==> src/clock_and_module_stop_consts.svh <==
// Register map, field positions and reset values of the clock control block
`ifndef CLOCK_AND_MODULE_STOP_CONSTS_SVH
`define CLOCK_AND_MODULE_STOP_CONSTS_SVH

// ----------------------------------------------------------------------
// Register addresses
// ----------------------------------------------------------------------
`define CLK_RATIO_SELECT_ADDR   24'hFFFDC4
`define HALT_CTRL_A_ADDR        24'hFFFDC8
`define HALT_CTRL_C_ADDR        24'hFFFDCC
`define HALT_CTRL_B_ADDR        24'hFFFDD0

// ----------------------------------------------------------------------
// Writable bits and reset values
// ----------------------------------------------------------------------
`define CLK_RATIO_SELECT_MASK   16'h0777
`define HALT_CTRL_A_MASK        16'hB01B
`define HALT_CTRL_B_MASK        16'h9800
`define HALT_CTRL_C_MASK        16'h0702
`define CLK_RATIO_SELECT_RST    16'h0000
`define HALT_CTRL_A_RST         16'h301B
`define HALT_CTRL_B_RST         16'h9800
`define HALT_CTRL_C_RST         16'h0702

// ----------------------------------------------------------------------
// Field positions
// ----------------------------------------------------------------------
`define SYS_CLK_SEL_LSB         8
`define PERIPH_CLK_SEL_LSB      4
`define EXTBUS_CLK_SEL_LSB      0
`define ALL_CLOCK_HALT_ENABLE   15
`define HALT_DMA_ENGINE         13
`define HALT_TRANSFER_CTRL      12
`define HALT_CONVERTER_UNIT1    4
`define HALT_CONVERTER_UNIT0    3
`define HALT_TIMER_UPPER        1
`define HALT_TIMER_LOWER        0
`define HALT_PATTERN_GENERATOR  15
`define HALT_SERIAL_UNIT4       12
`define HALT_SERIAL_UNIT3       11
`define HALT_SYNC_SERIAL2       10
`define HALT_SYNC_SERIAL1       9
`define HALT_SYNC_SERIAL0       8
`define HALT_ONCHIP_RAM         1

// ----------------------------------------------------------------------
// Ratio codes and module enable indices
// ----------------------------------------------------------------------
`define RATIO_X8                3'h0
`define RATIO_X4                3'h1
`define RATIO_X2                3'h2
`define RATIO_X1                3'h3
`define NUM_MODULES             13
`define MOD_DMA                 0
`define MOD_XFER                1
`define MOD_CONV1               2
`define MOD_CONV0               3
`define MOD_TIMER_HI            4
`define MOD_TIMER_LO            5
`define MOD_PATTERN             6
`define MOD_SERIAL4             7
`define MOD_SERIAL3             8
`define MOD_SYNC2               9
`define MOD_SYNC1               10
`define MOD_SYNC0               11
`define MOD_RAM                 12
`define SYS_DOMAIN_MASK         13'h1003

`endif

==> src/clock_and_module_stop_pkg.sv <==
// Types shared by the clock control block
package clock_and_module_stop_pkg;

    typedef enum logic {PWR_RUN, PWR_ALL_HALT} power_state_t;
    typedef logic [2:0]  ratio_code_t;
    typedef logic [15:0] reg_word_t;

endpackage

==> src/clk_ratio_divider.sv <==
// Divider that turns a ratio code into a clock enable tick
`timescale 1ns/100ps
module clk_ratio_divider
    import clock_and_module_stop_pkg::*;
(
    // Clock and reset
    input  wire logic        clk,
    input  wire logic        rst_n,
    // Ratio code in, enable tick out
    input  wire ratio_code_t code,
    output logic             tick
);

`include "clock_and_module_stop_consts.svh"

    logic [2:0] cnt;
    logic [2:0] lim;

    // Reserved codes fall back to the slowest ratio
    always_comb
    begin
        unique case (code)
            `RATIO_X8: lim = 3'h0;
            `RATIO_X4: lim = 3'h1;
            `RATIO_X2: lim = 3'h3;
            default:   lim = 3'h7;
        endcase
    end

    // A faster code mid-count ends the current period early
    always_ff @(posedge clk or negedge rst_n)
    begin
        if (!rst_n)
        begin
            cnt  <= 3'h0;
            tick <= 1'b0;
        end
        else if (cnt >= lim)
        begin
            cnt  <= 3'h0;
            tick <= 1'b1;
        end
        else
        begin
            cnt  <= cnt + 3'h1;
            tick <= 1'b0;
        end
    end

endmodule

==> src/clock_and_module_stop.sv <==
// Clock ratio select and module stop control
//
// Summary of operation
// - System clock ratio from bits 10:8; code 000 gives eight times input.
// - Peripheral clock ratio from bits 6:4; code 001 gives four times input.
// - External bus clock ratio from bits 2:0; code 001 gives four times.
// - Stop bit one stops its module; zero lets it run again.
// - Enable bit 15 plus all stopped plus sleep enters full clock halt.
// - Full clock halt also stops bus controller and I/O ports.
// - Register A: 13 DMA, 12 transfer, 4/3 converters, 1/0 timers.
// - Register B: 15 pattern generator, 12 and 11 serial units 4, 3.
// - Register C: bits 10, 9, 8 stop sync serial units 2, 1, 0.
// - Register C bit 1 stops the on-chip RAM block.
`timescale 1ns/100ps
`include "clock_and_module_stop_consts.svh"
module clock_and_module_stop
    import clock_and_module_stop_pkg::*;
#(
    parameter int NUM_MOD = `NUM_MODULES
)
(
    // Clock and reset
    input  wire logic               CLK,
    input  wire logic               RST_N,
    // Register port
    input  wire logic [23:0]        REG_ADDR,
    input  wire logic [15:0]        REG_WDATA,
    input  wire logic               REG_WR,
    input  wire logic               REG_RD,
    output logic      [15:0]        REG_RDATA,
    // Processor power requests
    input  wire logic               SLEEP_REQ,
    input  wire logic               WAKE_REQ,
    // Clock enables
    output logic                    SYS_CLK_EN,
    output logic                    PERIPH_CLK_EN,
    output logic                    EXTBUS_CLK_EN,
    output logic      [NUM_MOD-1:0] MOD_CLK_EN,
    // Full clock halt status
    output logic                    ALL_STOP,
    output logic                    BUS_CTRL_HALT,
    output logic                    IO_PORT_HALT
);

    reg_word_t    clock_ratio_select;
    reg_word_t    module_halt_ctrl_a;
    reg_word_t    module_halt_ctrl_b;
    reg_word_t    module_halt_ctrl_c;
    power_state_t state;
    power_state_t next_state;
    ratio_code_t  sys_code;
    ratio_code_t  periph_code;
    ratio_code_t  extbus_code;
    logic         sys_tick;
    logic         periph_tick;
    logic         extbus_tick;
    logic         all_clock_halt_enable;
    logic         all_halted;
    logic         all_halt;
    logic [NUM_MOD-1:0] halt_vec;
    logic [NUM_MOD-1:0] sys_domain;

    // ------------------------------------------------------------------
    // Register writes
    // ------------------------------------------------------------------

    always_ff @(posedge CLK or negedge RST_N)
    begin
        if (!RST_N)
            clock_ratio_select <= `CLK_RATIO_SELECT_RST;
        else if (REG_WR && REG_ADDR == `CLK_RATIO_SELECT_ADDR)
            clock_ratio_select <= REG_WDATA & `CLK_RATIO_SELECT_MASK;
    end

    always_ff @(posedge CLK or negedge RST_N)
    begin
        if (!RST_N)
            module_halt_ctrl_a <= `HALT_CTRL_A_RST;
        else if (REG_WR && REG_ADDR == `HALT_CTRL_A_ADDR)
            module_halt_ctrl_a <= REG_WDATA & `HALT_CTRL_A_MASK;
    end

    always_ff @(posedge CLK or negedge RST_N)
    begin
        if (!RST_N)
            module_halt_ctrl_b <= `HALT_CTRL_B_RST;
        else if (REG_WR && REG_ADDR == `HALT_CTRL_B_ADDR)
            module_halt_ctrl_b <= REG_WDATA & `HALT_CTRL_B_MASK;
    end

    always_ff @(posedge CLK or negedge RST_N)
    begin
        if (!RST_N)
            module_halt_ctrl_c <= `HALT_CTRL_C_RST;
        else if (REG_WR && REG_ADDR == `HALT_CTRL_C_ADDR)
            module_halt_ctrl_c <= REG_WDATA & `HALT_CTRL_C_MASK;
    end

    // ------------------------------------------------------------------
    // Register reads
    // ------------------------------------------------------------------

    // Data stands only in the cycle after the strobe; unmapped reads zero
    always_ff @(posedge CLK or negedge RST_N)
    begin
        if (!RST_N)
            REG_RDATA <= 16'h0000;
        else if (REG_RD)
        begin
            unique case (REG_ADDR)
                `CLK_RATIO_SELECT_ADDR: REG_RDATA <= clock_ratio_select;
                `HALT_CTRL_A_ADDR:      REG_RDATA <= module_halt_ctrl_a;
                `HALT_CTRL_B_ADDR:      REG_RDATA <= module_halt_ctrl_b;
                `HALT_CTRL_C_ADDR:      REG_RDATA <= module_halt_ctrl_c;
                default:                REG_RDATA <= 16'h0000;
            endcase
        end
        else
            REG_RDATA <= 16'h0000;
    end

    // ------------------------------------------------------------------
    // Clock ratio dividers
    // ------------------------------------------------------------------

    assign sys_code    = clock_ratio_select[`SYS_CLK_SEL_LSB +: 3];
    assign periph_code = clock_ratio_select[`PERIPH_CLK_SEL_LSB +: 3];
    assign extbus_code = clock_ratio_select[`EXTBUS_CLK_SEL_LSB +: 3];

    clk_ratio_divider sys_div
    (
        .clk   (CLK),
        .rst_n (RST_N),
        .code  (sys_code),
        .tick  (sys_tick)
    );

    clk_ratio_divider periph_div
    (
        .clk   (CLK),
        .rst_n (RST_N),
        .code  (periph_code),
        .tick  (periph_tick)
    );

    clk_ratio_divider extbus_div
    (
        .clk   (CLK),
        .rst_n (RST_N),
        .code  (extbus_code),
        .tick  (extbus_tick)
    );

    // The processor keeps its clock in full halt so an interrupt can wake it
    assign SYS_CLK_EN    = sys_tick;
    // external bus stops in full halt
    assign PERIPH_CLK_EN = periph_tick && !all_halt;
    assign EXTBUS_CLK_EN = extbus_tick && !all_halt;

    // ------------------------------------------------------------------
    // Stop bit map
    // ------------------------------------------------------------------

    assign halt_vec[`MOD_DMA]      = module_halt_ctrl_a[`HALT_DMA_ENGINE];
    assign halt_vec[`MOD_XFER]     = module_halt_ctrl_a[`HALT_TRANSFER_CTRL];
    assign halt_vec[`MOD_CONV1]    = module_halt_ctrl_a[`HALT_CONVERTER_UNIT1];
    assign halt_vec[`MOD_CONV0]    = module_halt_ctrl_a[`HALT_CONVERTER_UNIT0];
    assign halt_vec[`MOD_TIMER_HI] = module_halt_ctrl_a[`HALT_TIMER_UPPER];
    assign halt_vec[`MOD_TIMER_LO] = module_halt_ctrl_a[`HALT_TIMER_LOWER];
    assign halt_vec[`MOD_PATTERN]  = module_halt_ctrl_b[`HALT_PATTERN_GENERATOR];
    assign halt_vec[`MOD_SERIAL4]  = module_halt_ctrl_b[`HALT_SERIAL_UNIT4];
    assign halt_vec[`MOD_SERIAL3]  = module_halt_ctrl_b[`HALT_SERIAL_UNIT3];
    assign halt_vec[`MOD_SYNC2]    = module_halt_ctrl_c[`HALT_SYNC_SERIAL2];
    assign halt_vec[`MOD_SYNC1]    = module_halt_ctrl_c[`HALT_SYNC_SERIAL1];
    assign halt_vec[`MOD_SYNC0]    = module_halt_ctrl_c[`HALT_SYNC_SERIAL0];
    assign halt_vec[`MOD_RAM]      = module_halt_ctrl_c[`HALT_ONCHIP_RAM];

    assign sys_domain = NUM_MOD'(`SYS_DOMAIN_MASK);

    // ------------------------------------------------------------------
    // Per-module clock gating
    // ------------------------------------------------------------------

    // Registered so each gated enable is glitch free; it lags its tick
    // by one cycle, which every module sees alike
    genvar i;
    generate
        for (i = 0; i < NUM_MOD; i++)
        begin : gate
            // stop bit gates the module clock
            always_ff @(posedge CLK or negedge RST_N)
            begin
                if (!RST_N)
                    MOD_CLK_EN[i] <= 1'b0;
                else
                    MOD_CLK_EN[i] <= (sys_domain[i] ? sys_tick : periph_tick)
                                     && !halt_vec[i] && !all_halt;
            end
        end
    endgenerate

    // ------------------------------------------------------------------
    // Full clock halt
    // ------------------------------------------------------------------

    assign all_clock_halt_enable =
        module_halt_ctrl_a[`ALL_CLOCK_HALT_ENABLE];
    assign all_halted = &halt_vec;

    // entry needs enable, all stopped and sleep
    always_comb
    begin
        next_state = state;
        unique case (state)
            PWR_RUN:
                if (SLEEP_REQ && all_clock_halt_enable && all_halted)
                    next_state = PWR_ALL_HALT;
            PWR_ALL_HALT:
                if (WAKE_REQ)
                    next_state = PWR_RUN;
        endcase
    end

    always_ff @(posedge CLK or negedge RST_N)
    begin
        if (!RST_N)
            state <= PWR_RUN;
        else
            state <= next_state;
    end

    assign all_halt = (state == PWR_ALL_HALT);

    assign ALL_STOP      = all_halt;
    assign BUS_CTRL_HALT = all_halt;
    assign IO_PORT_HALT  = all_halt;

    // ------------------------------------------------------------------
    // Checks
    // ------------------------------------------------------------------

    sys_ratio_x8_a: assert property (
        @(posedge CLK) disable iff (!RST_N)
        (sys_code == `RATIO_X8 && $past(sys_code) == `RATIO_X8)
            |=> SYS_CLK_EN)
        else $error("system clock not every cycle at code 000");

    periph_ratio_x4_a: assert property (
        @(posedge CLK) disable iff (!RST_N)
        // A ratio write at the tick changes the period under test
        (periph_tick && periph_code == `RATIO_X4
            && $past(periph_code) == `RATIO_X4
            && !(REG_WR && REG_ADDR == `CLK_RATIO_SELECT_ADDR))
            |=> !periph_tick ##1 periph_tick)
        else $error("peripheral clock not half rate at code 001");

    extbus_ratio_x4_a: assert property (
        @(posedge CLK) disable iff (!RST_N)
        (extbus_tick && extbus_code == `RATIO_X4
            && $past(extbus_code) == `RATIO_X4
            && !(REG_WR && REG_ADDR == `CLK_RATIO_SELECT_ADDR))
            |=> !extbus_tick ##1 extbus_tick)
        else $error("external bus clock not half rate at code 001");

    halt_a_write_a: assert property (
        @(posedge CLK) disable iff (!RST_N)
        (REG_WR && REG_ADDR == `HALT_CTRL_A_ADDR)
            |=> module_halt_ctrl_a == ($past(REG_WDATA)
                                       & `HALT_CTRL_A_MASK))
        else $error("stop register A did not take the write");

    halt_entry_a: assert property (
        @(posedge CLK) disable iff (!RST_N)
        (!ALL_STOP && SLEEP_REQ && all_clock_halt_enable && all_halted)
            |=> ALL_STOP && BUS_CTRL_HALT)
        else $error("full halt not entered on sleep");

    halt_blocked_a: assert property (
        @(posedge CLK) disable iff (!RST_N)
        (!ALL_STOP && !all_clock_halt_enable) |=> !ALL_STOP)
        else $error("full halt entered while disabled");

    halt_ports_a: assert property (
        @(posedge CLK) disable iff (!RST_N)
        ALL_STOP |-> IO_PORT_HALT && BUS_CTRL_HALT && !EXTBUS_CLK_EN
                     && !PERIPH_CLK_EN ##1 (MOD_CLK_EN == '0))
        else $error("bus or ports running in full halt");

    dma_gate_a: assert property (
        @(posedge CLK) disable iff (!RST_N)
        module_halt_ctrl_a[`HALT_DMA_ENGINE]
            |=> !MOD_CLK_EN[`MOD_DMA])
        else $error("stopped DMA engine still clocked");

    serial4_gate_a: assert property (
        @(posedge CLK) disable iff (!RST_N)
        (REG_WR && REG_ADDR == `HALT_CTRL_B_ADDR
            && REG_WDATA[`HALT_SERIAL_UNIT4])
            |=> ##1 !MOD_CLK_EN[`MOD_SERIAL4])
        else $error("stopped serial unit 4 still clocked");

    sync2_gate_a: assert property (
        @(posedge CLK) disable iff (!RST_N)
        (REG_WR && REG_ADDR == `HALT_CTRL_C_ADDR
            && REG_WDATA[`HALT_SYNC_SERIAL2])
            |=> ##1 !MOD_CLK_EN[`MOD_SYNC2])
        else $error("stopped sync serial unit 2 still clocked");

    ram_gate_a: assert property (
        @(posedge CLK) disable iff (!RST_N)
        (REG_WR && REG_ADDR == `HALT_CTRL_C_ADDR
            && REG_WDATA[`HALT_ONCHIP_RAM])
            |=> ##1 !MOD_CLK_EN[`MOD_RAM])
        else $error("stopped on-chip RAM still clocked");

    timer_runs_a: assert property (
        @(posedge CLK) disable iff (!RST_N)
        (!halt_vec[`MOD_TIMER_LO] && periph_tick && !ALL_STOP)
            |=> MOD_CLK_EN[`MOD_TIMER_LO])
        else $error("running timer missed its clock");

    halt_exit_a: assert property (
        @(posedge CLK) disable iff (!RST_N)
        (ALL_STOP && WAKE_REQ) |=> !ALL_STOP && !BUS_CTRL_HALT)
        else $error("full halt not left on wake");

    halt_running_a: assert property (
        @(posedge CLK) disable iff (!RST_N)
        (!ALL_STOP && !all_halted) |=> !ALL_STOP)
        else $error("full halt entered with a module running");

    xfer_gate_a: assert property (
        @(posedge CLK) disable iff (!RST_N)
        module_halt_ctrl_a[`HALT_TRANSFER_CTRL]
            |=> !MOD_CLK_EN[`MOD_XFER])
        else $error("stopped transfer controller still clocked");

    pattern_gate_a: assert property (
        @(posedge CLK) disable iff (!RST_N)
        module_halt_ctrl_b[`HALT_PATTERN_GENERATOR]
            |=> !MOD_CLK_EN[`MOD_PATTERN])
        else $error("stopped pattern generator still clocked");

    ram_runs_a: assert property (
        @(posedge CLK) disable iff (!RST_N)
        (!halt_vec[`MOD_RAM] && sys_tick && !ALL_STOP)
            |=> MOD_CLK_EN[`MOD_RAM])
        else $error("running on-chip RAM missed its clock");

endmodule

==> config.mk <==
export PLATFORM = sky130hd
export DESIGN_NAME = clock_and_module_stop
export DESIGN_NICKNAME = d
export VERILOG_FILES = /design/src/clock_and_module_stop_pkg.sv /design/src/clk_ratio_divider.sv /design/src/clock_and_module_stop.sv
export VERILOG_INCLUDE_DIRS = /design/src
export SDC_FILE = /design/constraint.sdc
export NUM_CORES = 1
export LEC_CHECK = 0
export BUFFER_PORTS_ARGS = -buffer_cell sky130_fd_sc_hd__buf_2
export CAP_MARGIN = 40
export CELL_PAD_IN_SITES_DETAIL_PLACEMENT = 0
export CELL_PAD_IN_SITES_GLOBAL_PLACEMENT = 2
export CORE_MARGIN = 5
export CORE_UTILIZATION = 30
export DETAILED_ROUTE_END_ITERATION = 6
export PLACE_DENSITY = 0.81
export SLEW_MARGIN = 15
export SYNTH_ARGS = -nofsm -noshare
export SYNTH_HDL_FRONTEND = slang
export SYNTH_SLANG_ARGS = --single-unit
==> constraint.sdc <==
create_clock -name CLK -period 2.3 [get_ports CLK]
set_clock_uncertainty 0.05 [all_clocks]
set_input_delay 0 -clock CLK [delete_from_list [all_inputs] [get_ports CLK]]
set_output_delay 0 -clock CLK [all_outputs]
set_load 0.01 [all_outputs]
==> results of run 1 <==
[stage by stage]
step	cells	hold slack (ns)	cell area, sq um	util [%]	setup WS (ns)
after floorplan	219	-0.346	2740	-	0.597
final	430	0.0227	3640	41.3	0.500
after global routing	430	0.0563	3640	41.3	0.384
after detailed placement	396	0.175	3220	36.5	0.497
after CTS	430	0.0144	3640	41.3	0.481
after global placement	396	0.163	3220	36.5	0.527
[cell type report]
| class | count | area [sq um] | share of cell area (%) |
|---|---|---|---|
| well taps | 108 | 135 | 3.71 |
| inverters | 8 | 30.0 | 0.825 |
| clock buffers | 14 | 183 | 5.02 |
| multi-input cells | 140 | 1070 | 29.5 |
| repair buffers | 95 | 568 | 15.6 |
| clock inverters | 2 | 60.1 | 1.65 |
| flip-flops and latches | 63 | 1590 | 43.7 |
[cells by family after synthesis]
logic type,Yosys count,share of synthesized area (%)
xor gates and xnor gates,3,0.960
muxes,27,11.0
and+or+nand+nor,81,17.6
other,1,0.137
adders and majority gates,12,5.48
buffers and inverters,16,2.79
DFF,63,58.2
AOI/OAI and AO/OA,15,3.88
[layer usage]
metal	wire length (microns)	share of wire, %	global-route usage [%]	vias to the layer above
li1	-	-	-	958
met1	3120	48	16.0	943
met2	2900	44	18.7	64
met3	435	6.6	4.03	8
met4	89	1.4	5.37	0
met5	0	0	0	-
[Yosys cell counts, drive strengths merged, types with 5 or more instances]
library cell  instances
nor2                 30
inv                   8
nor3                  6
and3                  6
dfrtp                50
mux2                 24
nor2b                 5
nand2b                8
nand4                 9
ha                   12
a22oi                 5
dfstp                13
buf                   5
a21o                  6
[power by group]
group	total, mW	leakage, nW	internal (mW)	switching [mW]
Clock	1.14	0.123	0.730	0.409
Sequential	1.11	0.749	1.11	0.00000169
Combinational	0.110	0.846	0.0537	0.0566
Total	2.36	1.72	1.89	0.465
[how the worst min path moves through the flow]
stage                     start                     to  slack (ns)
finish              REG_ADDR[0]           REG_RDATA[1]        0.02
global route        REG_ADDR[0]           REG_RDATA[1]        0.06
CTS                 REG_ADDR[0]           REG_RDATA[1]        0.01
detailed placement        RST_N      periph_div.cnt[2]        0.18
global placement          RST_N  clock_ratio_select[6]        0.16
floorplan                 RST_N               ALL_STOP       -0.35
[registers in the layout (all words and copies together) (netlist names)]
signal / cells
module_halt_ctrl_c: 4
REG_RDATA: 14
periph_div.tick: 1
module_halt_ctrl_a: 7
sys_div.cnt: 3
MOD_CLK_EN: 13
clock_ratio_select: 9
periph_div.cnt: 3
extbus_div.cnt: 3
module_halt_ctrl_b: 3
extbus_div.tick: 1
sys_div.tick: 1
ALL_STOP: 1
[worst max-delay path: stages (launching register included)]
cell and delay, ns:
dfrtp_1 0.42, or3_1 0.38, ha_1 0.26, nand2b_1 0.14, a21o_1 0.17, a21o_1 0.21
nor2_1 0.11
==> results_dict.tcl, run 1 <==
set metrics [dict create \
    synthCells 218 \
    yosysSeqAreaShare_pct 58.2 \
    rsz0062_at_grt "no" \
    clk_pin_slew_ns 0.07 \
    cts-root-buf "clkbuf_8" \
    port_buffers 76 \
    fmax_mhz 556 \
    via_count 1973 \
    clk_path_buf_depth 2 \
    start_util_pct 31.1 \
    cts_tree "done" \
    n_antenna_cell 0 \
    post-route-min-period_ns 1.80 \
    wl_per_cell_microns 15.2 \
    powerDensity_mw_per_mm2 648 \
    core_sq_mm 0.00881 \
    synth_cell_type_count 34 \
    cp-end-kind "flip-flop" \
    worst-r2r-setup-slack_ns 0.50 \
    min_period_over_period_pct 78.3 \
    grt_pass1_vias 2117 \
    yosys-top-cells-area "dfrtp_1 46%, dfstp_2 12%, mux2_2 9.9%, ha_1 5.5%, nor2_1 4.1%" \
    nets 375 \
    worstRegToRegCells 6 \
    syn_area_sq_mm 0.00274 \
    crit_arrival_ns 2.02 \
    grt_overflow 0 \
    drt-vias-per-instance 4.59 \
    synth_ff_type "dfrtp_1" \
    finalPower_mw 2.36 \
    grt_pass1_wl_mm 10.6 \
    nFillCells 847 \
    worstSkewPairLatency_ns 0.33 \
    synth_edf_count 0 \
    row_count 34 \
    num_io_pins 81 \
    crit-reg2reg-launch "clock_ratio_select[2]" \
    ant_nets 0 \
    maxSlewHeadroom_pct 47.7 \
    drt-total-wl_mm 6.54 \
    setup_viol 0 \
    worst-slew-pin-transition_ns 0.784 \
    maxCapViolCount 0 \
    track_usage_pct 12.3 \
    final-max-slew-violation-count 0 \
    grt_max_degree 64 \
    worstReg2RegEnd "extbus_div.cnt[2]" \
    drtPass1Iterations 4 \
    yosys_warnings 0 \
    antenna_found_initial 0 \
    place.detailed.hpwl_mm 4.74 \
    hold_buffers 18 \
    worstSetupStartpoint "clock_ratio_select[2]" \
    final_layout_size_suffix_gt1_share_pct 41.3 \
    die_x_microns 106 \
    async_flop_share_pct 100 \
    drc 0 \
    critical_path_class "reg2reg" \
    hold_violations 0 \
    worstHoldPathCells 4 \
    cts-buffers-inserted 9 \
    die_area_sq_mm 0.0111 \
    synth_top_area_cell "dfrtp_1" \
    crit_path_end "extbus_div.cnt[2]" \
    crit_required_ns 2.52 \
    final_common_cell "buf_2" \
    start_kind "flip-flop" \
    setup_tns_ns 0 \
    status "finished clean" \
    ys_ff_latch 63 \
    clock_sinks 63 \
    hp-class "in2reg" \
    die_h_microns 106 \
    irDropWorstVdd_mv 0.240 \
    yosys.area.top_type_share_pct 45.7 \
    cts_max_level 3 \
    mostFrequentLayoutCells "76 x buf_2, 50 x dfrtp_1, 30 x nor2_1" \
    postCtsSetupBuffers 0 \
    syn_to_final_growth_pct 33.0 \
    p_leak_nw 1.72 \
    syn_avg_cell_area_sq_um 12.6 \
    cts-resized-gates 0 \
    place.gp.congestion 0.752 \
    crit_fanout 5 \
    drt_iter0_markers 93 \
]
(Power assumes the default switching activity.)
==> run 2, diff against run 1 <==
==> constraint.sdc (replaced) <==
create_clock -name CLK -period 1.75 [get_ports CLK]
set_clock_uncertainty 0.05 [all_clocks]
set_input_delay 0 -clock CLK [delete_from_list [all_inputs] [get_ports CLK]]
set_output_delay 0 -clock CLK [all_outputs]
set_load 0.01 [all_outputs]
==> results_dict.tcl, run 2 (synthesized netlist as in run 1, its figures left out) <==
set metrics [dict create \
    critical_path_class "reg2reg" \
    powerDensity_mw_per_mm2 809 \
    port_buffers 76 \
    cts-root-buf "clkbuf_8" \
    die_x_microns 106 \
    hold_violations 0 \
    crit_fanout 4 \
    maxSlewHeadroom_pct 60.3 \
    worst-slew-pin-transition_ns 0.596 \
    maxCapViolCount 0 \
    drtPass1Iterations 4 \
    start_util_pct 31.1 \
    grt_max_degree 31 \
    grt_overflow 0 \
    die_h_microns 106 \
    largest_register_ffs 14 \
    fmax_mhz 565 \
    nets 388 \
    fin_hold_ws_ns 0.0183 \
    min_period_over_period_pct 101 \
    die_area_sq_mm 0.0111 \
    n_antenna_cell 0 \
    syn_to_final_growth_pct 37.4 \
    via_count 2032 \
    cts_tree "done" \
    worst-r2r-setup-slack_ns -0.02 \
    worstRegToRegCells 6 \
    drc 0 \
    place.detailed.hpwl_mm 4.98 \
    worstSkewPairLatency_ns 0.34 \
    cp-end-kind "flip-flop" \
    drt-vias-per-instance 4.59 \
    worstHoldPathCells 4 \
    irDropWorstVdd_mv 0.338 \
    violations "negative setup slack" \
    drt_iter0_markers 64 \
    drt-total-wl_mm 6.70 \
    post-route-min-period_ns 1.77 \
    num_io_pins 81 \
    grt_pass1_wl_mm 11.0 \
    rsz0062_at_grt "yes" \
    p_leak_nw 1.81 \
    cts-buffers-inserted 9 \
    cts_max_level 3 \
    finalPower_mw 3.04 \
    mostFrequentLayoutCells "76 x buf_2, 50 x dfrtp_1, 30 x nor2_1" \
    row_count 34 \
    start_kind "flip-flop" \
    antenna_found_initial 0 \
    setup_tns_ns -0.0299 \
    clk_path_buf_depth 2 \
    place.gp.congestion 0.740 \
    crit_required_ns 1.97 \
    final-max-slew-violation-count 0 \
    ant_nets 0 \
    regMostFlops "REG_RDATA" \
    final_layout_size_suffix_gt1_share_pct 44.8 \
    core_sq_mm 0.00881 \
    setup_viol 3 \
    reg_top3 "REG_RDATA: 14 flops, MOD_CLK_EN: 13 flops, clock_ratio_select: 9 flops" \
    wl_per_cell_microns 15.1 \
    track_usage_pct 12.7 \
    status "finished, violations left" \
    fin_ws_ns -0.0188 \
    grt_pass1_vias 2196 \
    clock_sinks 63 \
    crit_arrival_ns 1.99 \
    clk_pin_slew_ns 0.07 \
    final_common_cell "buf_2" \
    hp-class "in2reg" \
]
==> run 2: cell types whose count changed in the layout (fill, tap and decap cells not counted), sizes merged <==
cell      previous run  this run
clkbuf              14        11
buf                 77        90
clkinv               0         1
clkinvlp             0         2
==> run 2: worst max-delay path: stages, from the launching register on <==
cell and delay, ns:
dfrtp_1 0.38, or3_1 0.39, ha_1 0.28, nand2b_4 0.14, a21o_1 0.18, a21o_1 0.19
nor2_1 0.10
==> run 2: stage by stage <==
step	utilization, %	cell area (sq um)	instances	setup WS [ns]
detailed placement	37.7	3320	408	0.00311
floorplan	-	2740	219	0.0473
finish	42.7	3760	443	-0.0188
global placement	37.7	3320	408	0.0333
CTS	42.4	3730	442	0.00138
global route	42.7	3760	443	-0.116
==> run 2: timing repair <==
item | CTS | global route
hold buffers | 18 | 0
pin swaps | 2 | 10
hold endpoints to repair | 51 | 0
resized for setup | 0 | 3
setup endpoints to repair | 4 | 12
buffers inserted | 0 | 1
==> run 2: layout make-up <==
class / count / area [sq um]
multi-input combinational: 140 / 1090
timing repair buffer: 108 / 678
tap: 108 / 135
sequential: 63 / 1590
inverter: 8 / 30.0
clock buffer: 11 / 151
clock inverter: 5 / 80.1
fill: 834 / 5040
==> run 2: worst paths after layout <==
kind / startpoint / end
min: REG_ADDR[0] / REG_RDATA[0]
max in group asynchronous: RST_N / module_halt_ctrl_c[1]
min reg2reg: extbus_div.cnt[0] / extbus_div.cnt[0]
max: clock_ratio_select[8] / sys_div.cnt[1]
min in group asynchronous: RST_N / clock_ratio_select[5]
max reg2reg: clock_ratio_select[8] / sys_div.cnt[1]
==> run 2: layer usage <==
layer,vias to the layer above,global-route usage (%),share of wire [%]
met3,10,3.36,6.3
met4,0,6.38,2.2
li1,992,-,-
met2,62,19.4,45
met1,968,16.8,46
met5,-,0,0
==> run 2: where the power goes <==
group,total (mW),switching (mW),internal (mW)
Clock,1.43,0.557,0.877
Combinational,0.153,0.0761,0.0773
Sequential,1.46,0.00000208,1.46
Total,3.04,0.633,2.41
